`src/rtl/output_mux_consts.vh`:
```
// Register offsets, field positions, reset values and codes for the output mux and status group.
`ifndef OUTPUT_MUX_CONSTS_VH
`define OUTPUT_MUX_CONSTS_VH

// Register indices on the internal register port.
`define OFS_EXACT_FREQ      5'h0C
`define OFS_PIN_SELECT      5'h0F
`define OFS_RESERVED_A      5'h10
`define OFS_RESERVED_B      5'h11
`define OFS_OUTPUT_LOCK     5'h12
`define OFS_SELF_TEST       5'h13

// Register widths.
`define DATA_W              24
`define CHAN_W              14
`define CTRL_W              10
`define RSV_A_W             9
`define RSV_B_W             19

// Reset values.
`define RST_EXACT_FREQ      14'h0000
`define RST_PIN_SELECT      10'h001
`define RST_RESERVED_A      9'h000
`define RST_RESERVED_B      19'h00000
`define RST_STATUS_BIT      1'h0
`define RST_SIGNATURE       16'h0000

// Fields of the pin select control register.
`define SEL_MSB             4
`define SEL_LSB             0
`define TEST_DATA_BIT       5
`define HOLD_MUX_BIT        6
`define KEEP_DRIVER_BIT     7
`define PULLUP_OFF_BIT      8
`define PULLDOWN_OFF_BIT    9

// Fields of the status and self-test registers.
`define STAT_GPO_BIT        0
`define STAT_LOCK_BIT       1
`define SIG_MSB             15
`define BUSY_BIT            16

// Lowest channel count that enables exact-frequency operation.
`define CHAN_MIN_ENABLE     14'h0002

`endif

```
`src/rtl/sdo_source_mux.v`:
```
// Thirty-two way selector that picks the general output source.
`timescale 1ns/10ps
`include "output_mux_consts.vh"

module sdo_source_mux (
    input  wire [31:0] src,     // Candidate source levels, one per code.
    input  wire [4:0]  sel,     // Source select code.
    output wire        y        // Selected level.
);

    // Plain index; every code has a bit, unused ones are tied low upstream.
    assign y = src[sel];

endmodule // sdo_source_mux

```
`src/rtl/sdo_pad_ctrl.v`:
```
// Serial data output pin control: automux, driver hold and pull stage gating.
`timescale 1ns/10ps
`include "output_mux_consts.vh"

module sdo_pad_ctrl (
    input  wire core_clk,         // System clock.
    input  wire nrst,             // Async reset, active low.
    input  wire gpo,              // Selected general output level.
    input  wire serial_sdo,       // Readback data from the serial port.
    input  wire serial_rd_active, // Serial port is shifting readback data.
    input  wire hold_output_mux,  // Blocks automux of the pin.
    input  wire keep_driver_on,   // Keeps the driver enabled.
    input  wire pullup_off,       // Disables the pull-up stage.
    input  wire pulldown_off,     // Disables the pull-down stage.
    output reg  sdo_o,            // Pin output level.
    output reg  sdo_oe,           // Pin output enable, high drives.
    output reg  pullup_on,        // Pull-up transistor on.
    output reg  pulldown_on       // Pull-down transistor on.
);

    wire automux;
    wire val;
    wire drive;
    wire pu;
    wire pd;

    // Idle pin carries the general output unless automux is held off.
    assign automux = ~hold_output_mux & ~serial_rd_active;
    assign val     = automux ? gpo : serial_sdo;
    assign drive   = serial_rd_active | keep_driver_on | automux;
    // A disabled stage cannot drive its level, so the pin floats then.
    assign pu      = drive & val & ~pullup_off;
    assign pd      = drive & ~val & ~pulldown_off;

    // Registered so the pad sees glitch-free levels.
    always @(posedge core_clk or negedge nrst) begin
        if (!nrst) begin
            sdo_o       <= 1'b0;
            sdo_oe      <= 1'b0;
            pullup_on   <= 1'b0;
            pulldown_on <= 1'b0;
        end else begin
            sdo_o       <= val;
            sdo_oe      <= pu | pd;
            pullup_on   <= pu;
            pulldown_on <= pd;
        end
    end

endmodule // sdo_pad_ctrl

```
`src/rtl/output_mux_status_regs.v`:
```
// Exact-frequency, output pin select and status register group.
`timescale 1ns/10ps
`include "output_mux_consts.vh"

// Functional notes
// - Counts 0 and 1 disable exact-frequency operation; 2 to 16383 are legal.
// - Enabled exact mode gives zero error at channel-spacing multiples.
// - Five-bit select picks the pin source; reset selects lock detect.
// - Codes 0-7: test bit, lock, trigger, window, ring, slip up/down, reserved.
// - Codes 8-15: reference, dividers, modulator clock, auxiliary clock and port.
// - Codes 26-29 unused; 30 output buffer enable; 31 soft reset.
// - Code zero drives the pin with the test-data bit at position 5.
// - Bit 6 stops automatic muxing of the pin with the general output.
// - Bit 7 keeps the serial port from disabling the pin driver.
// - Status register: general output in bit 0, lock detect in bit 1.
// - Self-test register: signature in bits 15:0, busy flag in bit 16.
// - Reserved register 0x10 reads zero; writes are ignored.
// - Reserved register 0x11 reads zero; writes are ignored.

// Design notes
// Writes land on the strobe edge; reads answer one edge later.
// The read word holds until the next read strobe.
// A read and a write to one index in one cycle return the old word.
// Status bits are registered copies, one edge behind their sources.
// Fast clocks on the selector are sampled and alias on readback.
// Pad controls trail a source change by two edges, a control-bit write by two, a select write by three.
// A disabled pull stage leaves that level undriven; the pin floats.
// Count and enable change on one edge for the modulator.
// Counts zero and one keep exact-frequency operation off.
// Software keeps the count integral, and zero outside exact mode.
// Reserved indices read constant zero and take no writes.
// Unused select codes read low, so a stray code gives a quiet pin.
// During a readback the serial port owns the pin level.
// Holding the driver on stops the line floating between transfers.
// All registers but reg_rdata load on every edge; reg_rdata loads only on a read strobe.
// Inputs are taken as synchronous to the core clock.
// Read data and its acknowledge both come from flip-flops.
// Nothing here resets except through nrst.

module output_mux_status_regs (
    // Clock and reset.
    input  wire        core_clk,         // System clock, 50 MHz.
    input  wire        nrst,             // Async reset, active low.

    // Register access port.
    input  wire [4:0]  reg_addr,         // Register index.
    input  wire [23:0] reg_wdata,        // Write data.
    input  wire        reg_wr,           // Write strobe.
    input  wire        reg_rd,           // Read strobe.
    output reg  [23:0] reg_rdata,        // Read data.
    output reg         reg_rd_ack,       // Read data valid pulse.

    // Candidate sources for the pin selector.
    input  wire        lock_detect,      // Lock detect level.
    input  wire        ld_trigger,       // Lock detect trigger.
    input  wire        ld_window,        // Lock detect window.
    input  wire        ring_osc_test,    // Ring oscillator test.
    input  wire        cycle_slip_up,    // Slip guard pull-up.
    input  wire        cycle_slip_dn,    // Slip guard pull-down.
    input  wire        ref_buf,          // Reference buffer.
    input  wire        ref_div_out,      // Reference divider.
    input  wire        fb_div_out,       // Feedback divider.
    input  wire        mod_clk,          // Modulator clock.
    input  wire        aux_clk,          // Auxiliary clock.
    input  wire        aux_sck,          // Aux serial clock.
    input  wire        aux_sen,          // Aux serial enable.
    input  wire        aux_sdo,          // Aux serial data out.
    input  wire        pd_down,          // Phase detector down.
    input  wire        pd_up,            // Phase detector up.
    input  wire        mod_clk_dly,      // Modulator clock delay.
    input  wire        mod_core_clk,     // Modulator core clock.
    input  wire        strobe_int,       // Integer autostrobe.
    input  wire        strobe_frac,      // Fractional autostrobe.
    input  wire        strobe_aux,       // Auxiliary autostrobe.
    input  wire        latch_en,         // Serial latch enable.
    input  wire        div_sync_rst,     // Divider sync reset.
    input  wire        seed_load,        // Seed load strobe.
    input  wire        sdo_buf_en,       // Output buffer enable.
    input  wire        soft_reset_n,     // Soft reset, active low.

    // Self-test results and serial readback state.
    input  wire [15:0] bist_signature,   // Self-test signature.
    input  wire        bist_busy,        // Self-test busy.
    input  wire        serial_sdo,       // Serial readback data.
    input  wire        serial_rd_active, // Readback in progress.

    // Modulator settings and pin controls.
    output reg  [13:0] channels_per_compare, // Channel count.
    output reg         exact_freq_en,    // Exact mode enabled.
    output reg         gpo_level,        // General output level.
    output wire        sdo_o,            // Pin level.
    output wire        sdo_oe,           // Pin output enable.
    output wire        pullup_on,        // Pull-up stage on.
    output wire        pulldown_on       // Pull-down stage on.
);

    // Pin select control register and the status and self-test captures.
    reg  [9:0]  pin_ctrl;
    reg         lock_q;
    reg  [15:0] sig_q;
    reg         busy_q;

    // Control register fields.
    wire [4:0]  sel;
    wire        test_data;
    wire        hold_output_mux;
    wire        keep_driver_on;
    wire        pullup_off;
    wire        pulldown_off;

    // Selector inputs and result.
    wire [31:0] src_vec;
    wire        mux_y;

    // Write decode and next values.
    wire        wr_chan;
    wire        wr_ctrl;
    wire [13:0] next_chan;
    wire [9:0]  next_ctrl;

    // Two or more channels is the only enabling range.
    // A function, so every user of the enable agrees on the bound.
    function exact_on;
        input [13:0] cnt;
        begin
            exact_on = (cnt >= `CHAN_MIN_ENABLE);
        end
    endfunction

    // True when a strobe targets the given index.
    // Shared by both write decodes so they cannot drift apart.
    function hit;
        input [4:0] addr;
        input [4:0] ofs;
        input       stb;
        begin
            hit = stb & (addr == ofs);
        end
    endfunction

    // Read word assembly; reserved and unmapped bits read zero.
    // Each branch fills only its register's width; the rest stays zero.
    function [23:0] rd_word;
        input [4:0]  addr;
        input [13:0] chan;
        input [9:0]  ctrl;
        input        gpo;
        input        lock;
        input [15:0] sig;
        input        busy;
        begin
            rd_word = 24'h000000;
            // Writable registers return their stored values.
            if (addr == `OFS_EXACT_FREQ) begin
                rd_word[13:0] = chan;
            end else if (addr == `OFS_PIN_SELECT) begin
                rd_word[9:0] = ctrl;
            end else if (addr == `OFS_RESERVED_A) begin
                // Constant zero; no storage stands behind it.
                rd_word[8:0] = `RST_RESERVED_A;
            end else if (addr == `OFS_RESERVED_B) begin
                rd_word[18:0] = `RST_RESERVED_B;
            end else if (addr == `OFS_OUTPUT_LOCK) begin
                // Copies taken one edge earlier, never raw inputs.
                rd_word[`STAT_GPO_BIT] = gpo;
                rd_word[`STAT_LOCK_BIT] = lock;
            end else if (addr == `OFS_SELF_TEST) begin
                // Busy flag sits just above the signature.
                rd_word[`SIG_MSB:0] = sig;
                rd_word[`BUSY_BIT] = busy;
            end
        end
    endfunction

    // Field views of the control register.
    // Decoded once here so every consumer sees the same bit.
    assign sel             = pin_ctrl[`SEL_MSB:`SEL_LSB];
    assign test_data       = pin_ctrl[`TEST_DATA_BIT];
    assign hold_output_mux = pin_ctrl[`HOLD_MUX_BIT];
    assign keep_driver_on  = pin_ctrl[`KEEP_DRIVER_BIT];
    assign pullup_off      = pin_ctrl[`PULLUP_OFF_BIT];
    assign pulldown_off    = pin_ctrl[`PULLDOWN_OFF_BIT];

    // Only the two writable registers decode writes; reserved ones ignore them.
    // A write elsewhere leaves both registers as they are.
    assign wr_chan = hit(reg_addr, `OFS_EXACT_FREQ, reg_wr);
    assign wr_ctrl = hit(reg_addr, `OFS_PIN_SELECT, reg_wr);
    assign next_chan = wr_chan ? reg_wdata[13:0] : channels_per_compare;
    assign next_ctrl = wr_ctrl ? reg_wdata[9:0] : pin_ctrl;

    // Channel count register; software keeps the value integral and mode-correct.
    // Bits above the field are dropped on write.
    always @(posedge core_clk or negedge nrst) begin
        if (!nrst) begin
            channels_per_compare <= `RST_EXACT_FREQ;
        end else begin
            channels_per_compare <= next_chan;
        end
    end

    // Exact-mode enable follows the stored count; the modulator uses both.
    // Taken from the next value so count and enable never disagree.
    always @(posedge core_clk or negedge nrst) begin
        if (!nrst) begin
            exact_freq_en <= 1'b0;
        end else begin
            exact_freq_en <= exact_on(next_chan);
        end
    end

    // Pin select control register.
    // Reset selects lock detect with both pull stages enabled.
    always @(posedge core_clk or negedge nrst) begin
        if (!nrst) begin
            pin_ctrl <= `RST_PIN_SELECT;
        end else begin
            pin_ctrl <= next_ctrl;
        end
    end

    // Source vector by select code.
    // Each code owns one bit; gaps are tied low so the selector stays plain.
    assign src_vec[0]  = test_data;
    assign src_vec[1]  = lock_detect;
    assign src_vec[2]  = ld_trigger;
    assign src_vec[3]  = ld_window;
    assign src_vec[4]  = ring_osc_test;
    assign src_vec[5]  = cycle_slip_up;
    assign src_vec[6]  = cycle_slip_dn;
    assign src_vec[7]  = 1'b0;

    // Reference path, dividers and auxiliary port.
    assign src_vec[8]  = ref_buf;
    assign src_vec[9]  = ref_div_out;
    assign src_vec[10] = fb_div_out;
    assign src_vec[11] = mod_clk;
    assign src_vec[12] = aux_clk;
    assign src_vec[13] = aux_sck;
    assign src_vec[14] = aux_sen;
    assign src_vec[15] = aux_sdo;

    // Detector, modulator clocks, strobes and seed load.
    assign src_vec[16] = pd_down;
    assign src_vec[17] = pd_up;
    assign src_vec[18] = mod_clk_dly;
    assign src_vec[19] = mod_core_clk;
    assign src_vec[20] = strobe_int;
    assign src_vec[21] = strobe_frac;
    assign src_vec[22] = strobe_aux;
    assign src_vec[23] = latch_en;
    assign src_vec[24] = div_sync_rst;
    assign src_vec[25] = seed_load;

    // Unused codes read low; the top two carry device state.
    assign src_vec[26] = 1'b0;
    assign src_vec[27] = 1'b0;
    assign src_vec[28] = 1'b0;
    assign src_vec[29] = 1'b0;
    assign src_vec[30] = sdo_buf_en;
    assign src_vec[31] = soft_reset_n;

    // Selector for the general output.
    // Split out so the pad path and the readback share one level.
    sdo_source_mux u_sel (
        .src (src_vec),
        .sel (sel),
        .y   (mux_y)
    );

    // Fast clocks routed here are sampled, so only slow events show faithfully.
    // Registering keeps combinational glitches off the pad path.
    always @(posedge core_clk or negedge nrst) begin
        if (!nrst) begin
            gpo_level <= `RST_STATUS_BIT;
        end else begin
            gpo_level <= mux_y;
        end
    end

    // Lock detect capture for the status register.
    always @(posedge core_clk or negedge nrst) begin
        if (!nrst) begin
            lock_q <= `RST_STATUS_BIT;
        end else begin
            lock_q <= lock_detect;
        end
    end

    // Self-test captures; the extra edge keeps reads free of mid-cycle changes.
    always @(posedge core_clk or negedge nrst) begin
        if (!nrst) begin
            sig_q  <= `RST_SIGNATURE;
            busy_q <= `RST_STATUS_BIT;
        end else begin
            sig_q  <= bist_signature;
            busy_q <= bist_busy;
        end
    end

    // Acknowledge pulse follows each read strobe by one edge.
    always @(posedge core_clk or negedge nrst) begin
        if (!nrst) begin
            reg_rd_ack <= 1'b0;
        end else begin
            reg_rd_ack <= reg_rd;
        end
    end

    // Read port answers one cycle after the strobe and holds the word.
    // Holding the word lets a slow host sample it after the pulse.
    always @(posedge core_clk or negedge nrst) begin
        if (!nrst) begin
            reg_rdata <= 24'h000000;
        end else begin
            if (reg_rd) begin
                reg_rdata <= rd_word(reg_addr, channels_per_compare, pin_ctrl,
                                     gpo_level, lock_q, sig_q, busy_q);
            end
        end
    end

    // Pin driver with automux, driver hold and pull stage gating.
    // The serial port tells it when a readback owns the pin.
    sdo_pad_ctrl u_pad (
        .core_clk         (core_clk),
        .nrst             (nrst),
        .gpo              (gpo_level),
        .serial_sdo       (serial_sdo),
        .serial_rd_active (serial_rd_active),
        .hold_output_mux  (hold_output_mux),
        .keep_driver_on   (keep_driver_on),
        .pullup_off       (pullup_off),
        .pulldown_off     (pulldown_off),
        .sdo_o            (sdo_o),
        .sdo_oe           (sdo_oe),
        .pullup_on        (pullup_on),
        .pulldown_on      (pulldown_on)
    );

endmodule // output_mux_status_regs

```
`config.mk`:
```
export PLATFORM = sky130hd
export DESIGN_NAME = output_mux_status_regs
export DESIGN_NICKNAME = d
export VERILOG_FILES = /design/src/rtl/sdo_source_mux.v /design/src/rtl/sdo_pad_ctrl.v /design/src/rtl/output_mux_status_regs.v
export VERILOG_INCLUDE_DIRS = /design/src /design/src/rtl
export SDC_FILE = /design/constraint.sdc
export NUM_CORES = 1
export LEC_CHECK = 0
export BUFFER_PORTS_ARGS = -buffer_cell sky130_fd_sc_hd__buf_2
export CORE_ASPECT_RATIO = 0.6
export CORE_MARGIN = 1
export CORE_UTILIZATION = 35
export DETAILED_ROUTE_END_ITERATION = 16
export GPL_TIMING_DRIVEN = 0
export PLACE_DENSITY_LB_ADDON = 0.2
export SLEW_MARGIN = 20
export SYNTH_ARGS = -nofsm -noshare
export SYNTH_HDL_FRONTEND = slang
export SYNTH_HIERARCHICAL = 1
export SYNTH_SLANG_ARGS = --single-unit
```
`constraint.sdc`:
```
create_clock -name core_clk -period 1.7 [get_ports core_clk]
set_clock_uncertainty 0.05 [all_clocks]
set_input_delay 0.51 -clock core_clk [delete_from_list [all_inputs] [get_ports core_clk]]
set_output_delay 0.51 -clock core_clk [all_outputs]
set_load 0.02 [all_outputs]
```
==> run summary <==
status - finished clean
total die area - 9299 um2
largest net degree at the start of global routing - 42
CP required - 1860 ps
vias in the first global route - 2220
clock buffer depth - 2
Ports - 123
Switching Power - 1359 uW
max-slew violation count - 0
global-route wire length before repair - 12460 um
initial antenna violation count - 0
CTS tree - done
Area contributors post-synth - dfrtp_1, mux2_2, mux2_4
vias per cell - 5.016
die width - 123.8 um
Clk pin slew, worst setup/hold paths - 50 ps
Hold Crit Class - primary input to asynchronous set/reset pin
Finished Cell Area - 4165 um2
Main synth FF type - dfrtp_1
pwr/cell area - 1168 nW/um2
Area growth syn-to-layout - 33.64%
clk_lat worst skew - 330 ps
Routed WL - 8533 um
Post-synth EDFFs - 0
GPL Wtd Cong - 0.8546
most common cell in the synthesized netlist - dfrtp_1
yosys warns - 6
clock network power share - 38.7%
CTS Buf Count - 9
Worst Max-Slew Pin Slew - 504.3 ps
Reg power frac - 40.2%
Site Rows - 26
Design Power - 4864 uW
Yosys reg bits - 66
number of diodes - 0
top cells by count, synth - dfrtp_1, mux2_2, mux2i_1
gr usage total - 18.93%
Tcrit/Tclk final - 93.90%
peak supply drop - 0.0005993 V
fin worst setup slack - 103.8 ps
GRT overflow - 0
DR iter-0 viols - 119
drc violations - 0
Cells after Synth - 258
Final setup viols - 0
RSZ-0062 raised after global routing - no
setup_tns - 0 ps
H-tree Lvls - 3
final core occ - 48.50%
antenna-violating nets left - 0
Max-slew headroom - 66.38%
starting density of the core - 36.29%
DP Area - 3841 um2
final hold vios - 0
clk sinks - 66
pre-CTS setup slack - -159.9 ps
Int Pwr - 3506 uW
Switching Fraction - 27.93%
CP Launch Type - flip-flop
Avg WL per Cell - 16.93 um
layout cells sized above 1 - 43.88%
Buffers on Ports - 104
asr flop ratio synth - 100.0%
Leak Pwr - 0.002033 uW
mean post-synth cell area - 12.08 um2
Comb pwr share - 21.1%
via count - 2528
fin crit period - 1596 ps
Die Y - 75.10 um
DP HPWL - 6517 um
critical path class - flip-flop to flip-flop
# fillers - 807
DRT Pass-1 Iters - 4
Mapped Area - 3117 um2
max-cap violations - 0
maximum clock rate - 626.5 MHz
Cell variety after synth - 44
CP endpoint kind - flip-flop
Total Nets Final - 465
largest area contributor in the netlist - dfrtp_1
core area - 8588 um2
Clock Tree Root - clkbuf_16
CP Max Fanout - 6
Critical Path AT - 1750 ps
Seq/Total Area, Yosys - 53.03%
Yosys top cell area share - 52.19%
-- power groups by stage --
stage | clock (uW) | sequential, uW | combinational [uW]
finish | 1880 | 1950 | 1030
global route | 1990 | 1980 | 1120
CTS | 1920 | 1950 | 1020
detailed placement | 0 | 1980 | 1020
global placement | 0 | 1980 | 1000
floorplan | 0 | 2070 | 507
-- registers in the layout, summed over array words and instances, names as in the netlist --
name and flops:
sig_q 16, busy_q 1, u_pad/sdo_oe 1, gpo_level 1
exact_freq_en 1, reg_rd_ack 1, channels_per_compare 14, u_pad/pulldown_on 1
u_pad/pullup_on 1, pin_ctrl 10, reg_rdata 17, lock_q 1
u_pad/sdo_o 1
-- per-stage QoR --
stage	hold slack, ps	instances
after floorplan	164.4	269
after CTS	38.35	502
after global placement	420.0	485
after detailed placement	393.1	486
final	34.52	504
after global routing	47.17	504
-- placed cells by master (no fill, tap or decap), drive strengths merged, types with 2 or more instances in the layout --
cell	n
a41oi	4
nor3	3
nor2b	5
a22oi	4
clkinv	2
mux2i	16
nand3	11
o21ai	6
a41o	2
a32oi	8
nand4	6
and3	10
dfrtp	65
o211ai	4
conb	12
o2bb2ai	3
buf	124
a31oi	4
and2	2
a21oi	7
inv	2
clkbuf	21
mux2	29
nor4	4
nand2	14
nor2	13
-- worst paths after layout --
kind | start | endpoint | slack (ps) | cells after the start
max in group asynchronous | nrst | channels_per_compare[3]$_DFF_PN0_ | 1050 | 2
max | pin_ctrl[0]$_DFFE_PN1P_ | gpo_level$_DFF_PN0_ | 100 | 5
min reg2reg | reg_rdata[15]$_DFFE_PN0P_ | reg_rdata[15]$_DFFE_PN0P_ | 440 | 1
min | nrst | sig_q[9]$_DFF_PN0_ | 30 | 1
max reg2reg | pin_ctrl[0]$_DFFE_PN1P_ | gpo_level$_DFF_PN0_ | 100 | 5
min in group core_clk | bist_signature[12] | sig_q[12]$_DFF_PN0_ | 230 | 1
-- per-layer routing --
layer	routed length, um	vias to the layer above	global-route usage, %
li1	-	1204	-
met3	726	8	6.061
met2	3236	100	22.41
met1	4481	1216	30.78
met4	88	0	5.622
met5	0	-	0
-- layout make-up --
class                           instances  area (um2)  area share [%]
Multi-Input combinational cell        176        1320           31.69
Inverter                                3       11.26          0.2704
Clock inverter                          2       35.03          0.8411
Sequential cell                        66        1653           39.68
Timing Repair Buffer                  107       558.0           13.40
Buffer                                 24       173.9           4.175
Clock buffer                           14       274.0           6.579
Tap cell                              112       140.1           3.364
-- logic make-up (layout without fill, tap and decap cells) --
logic type	count (synthesis)	in the layout	synth area share (%)
compound gates	44	44	10.24
buf+inv	27	150	5.941
flops	66	66	53.03
mux	45	45	17.06
other cells	1	12	0.1203
simple gates	75	75	13.61
-- repair_timing --
| item | CTS | global route |
|---|---|---|
| hold buffers | 0 | 0 |
| setup buffers | 0 | 2 |
| gates resized for setup | 0 | 0 |
| setup endpoints to repair | 0 | 1 |
-- worst max-delay path: stages, from the launching register on --
cell	delay, ps
dfstp_2	570
and2_1	240
a22oi_1	100
nand4b_1	130
a21oi_1	50
a311o_1	330
Note: power is estimated with default switching activity, not from simulation.
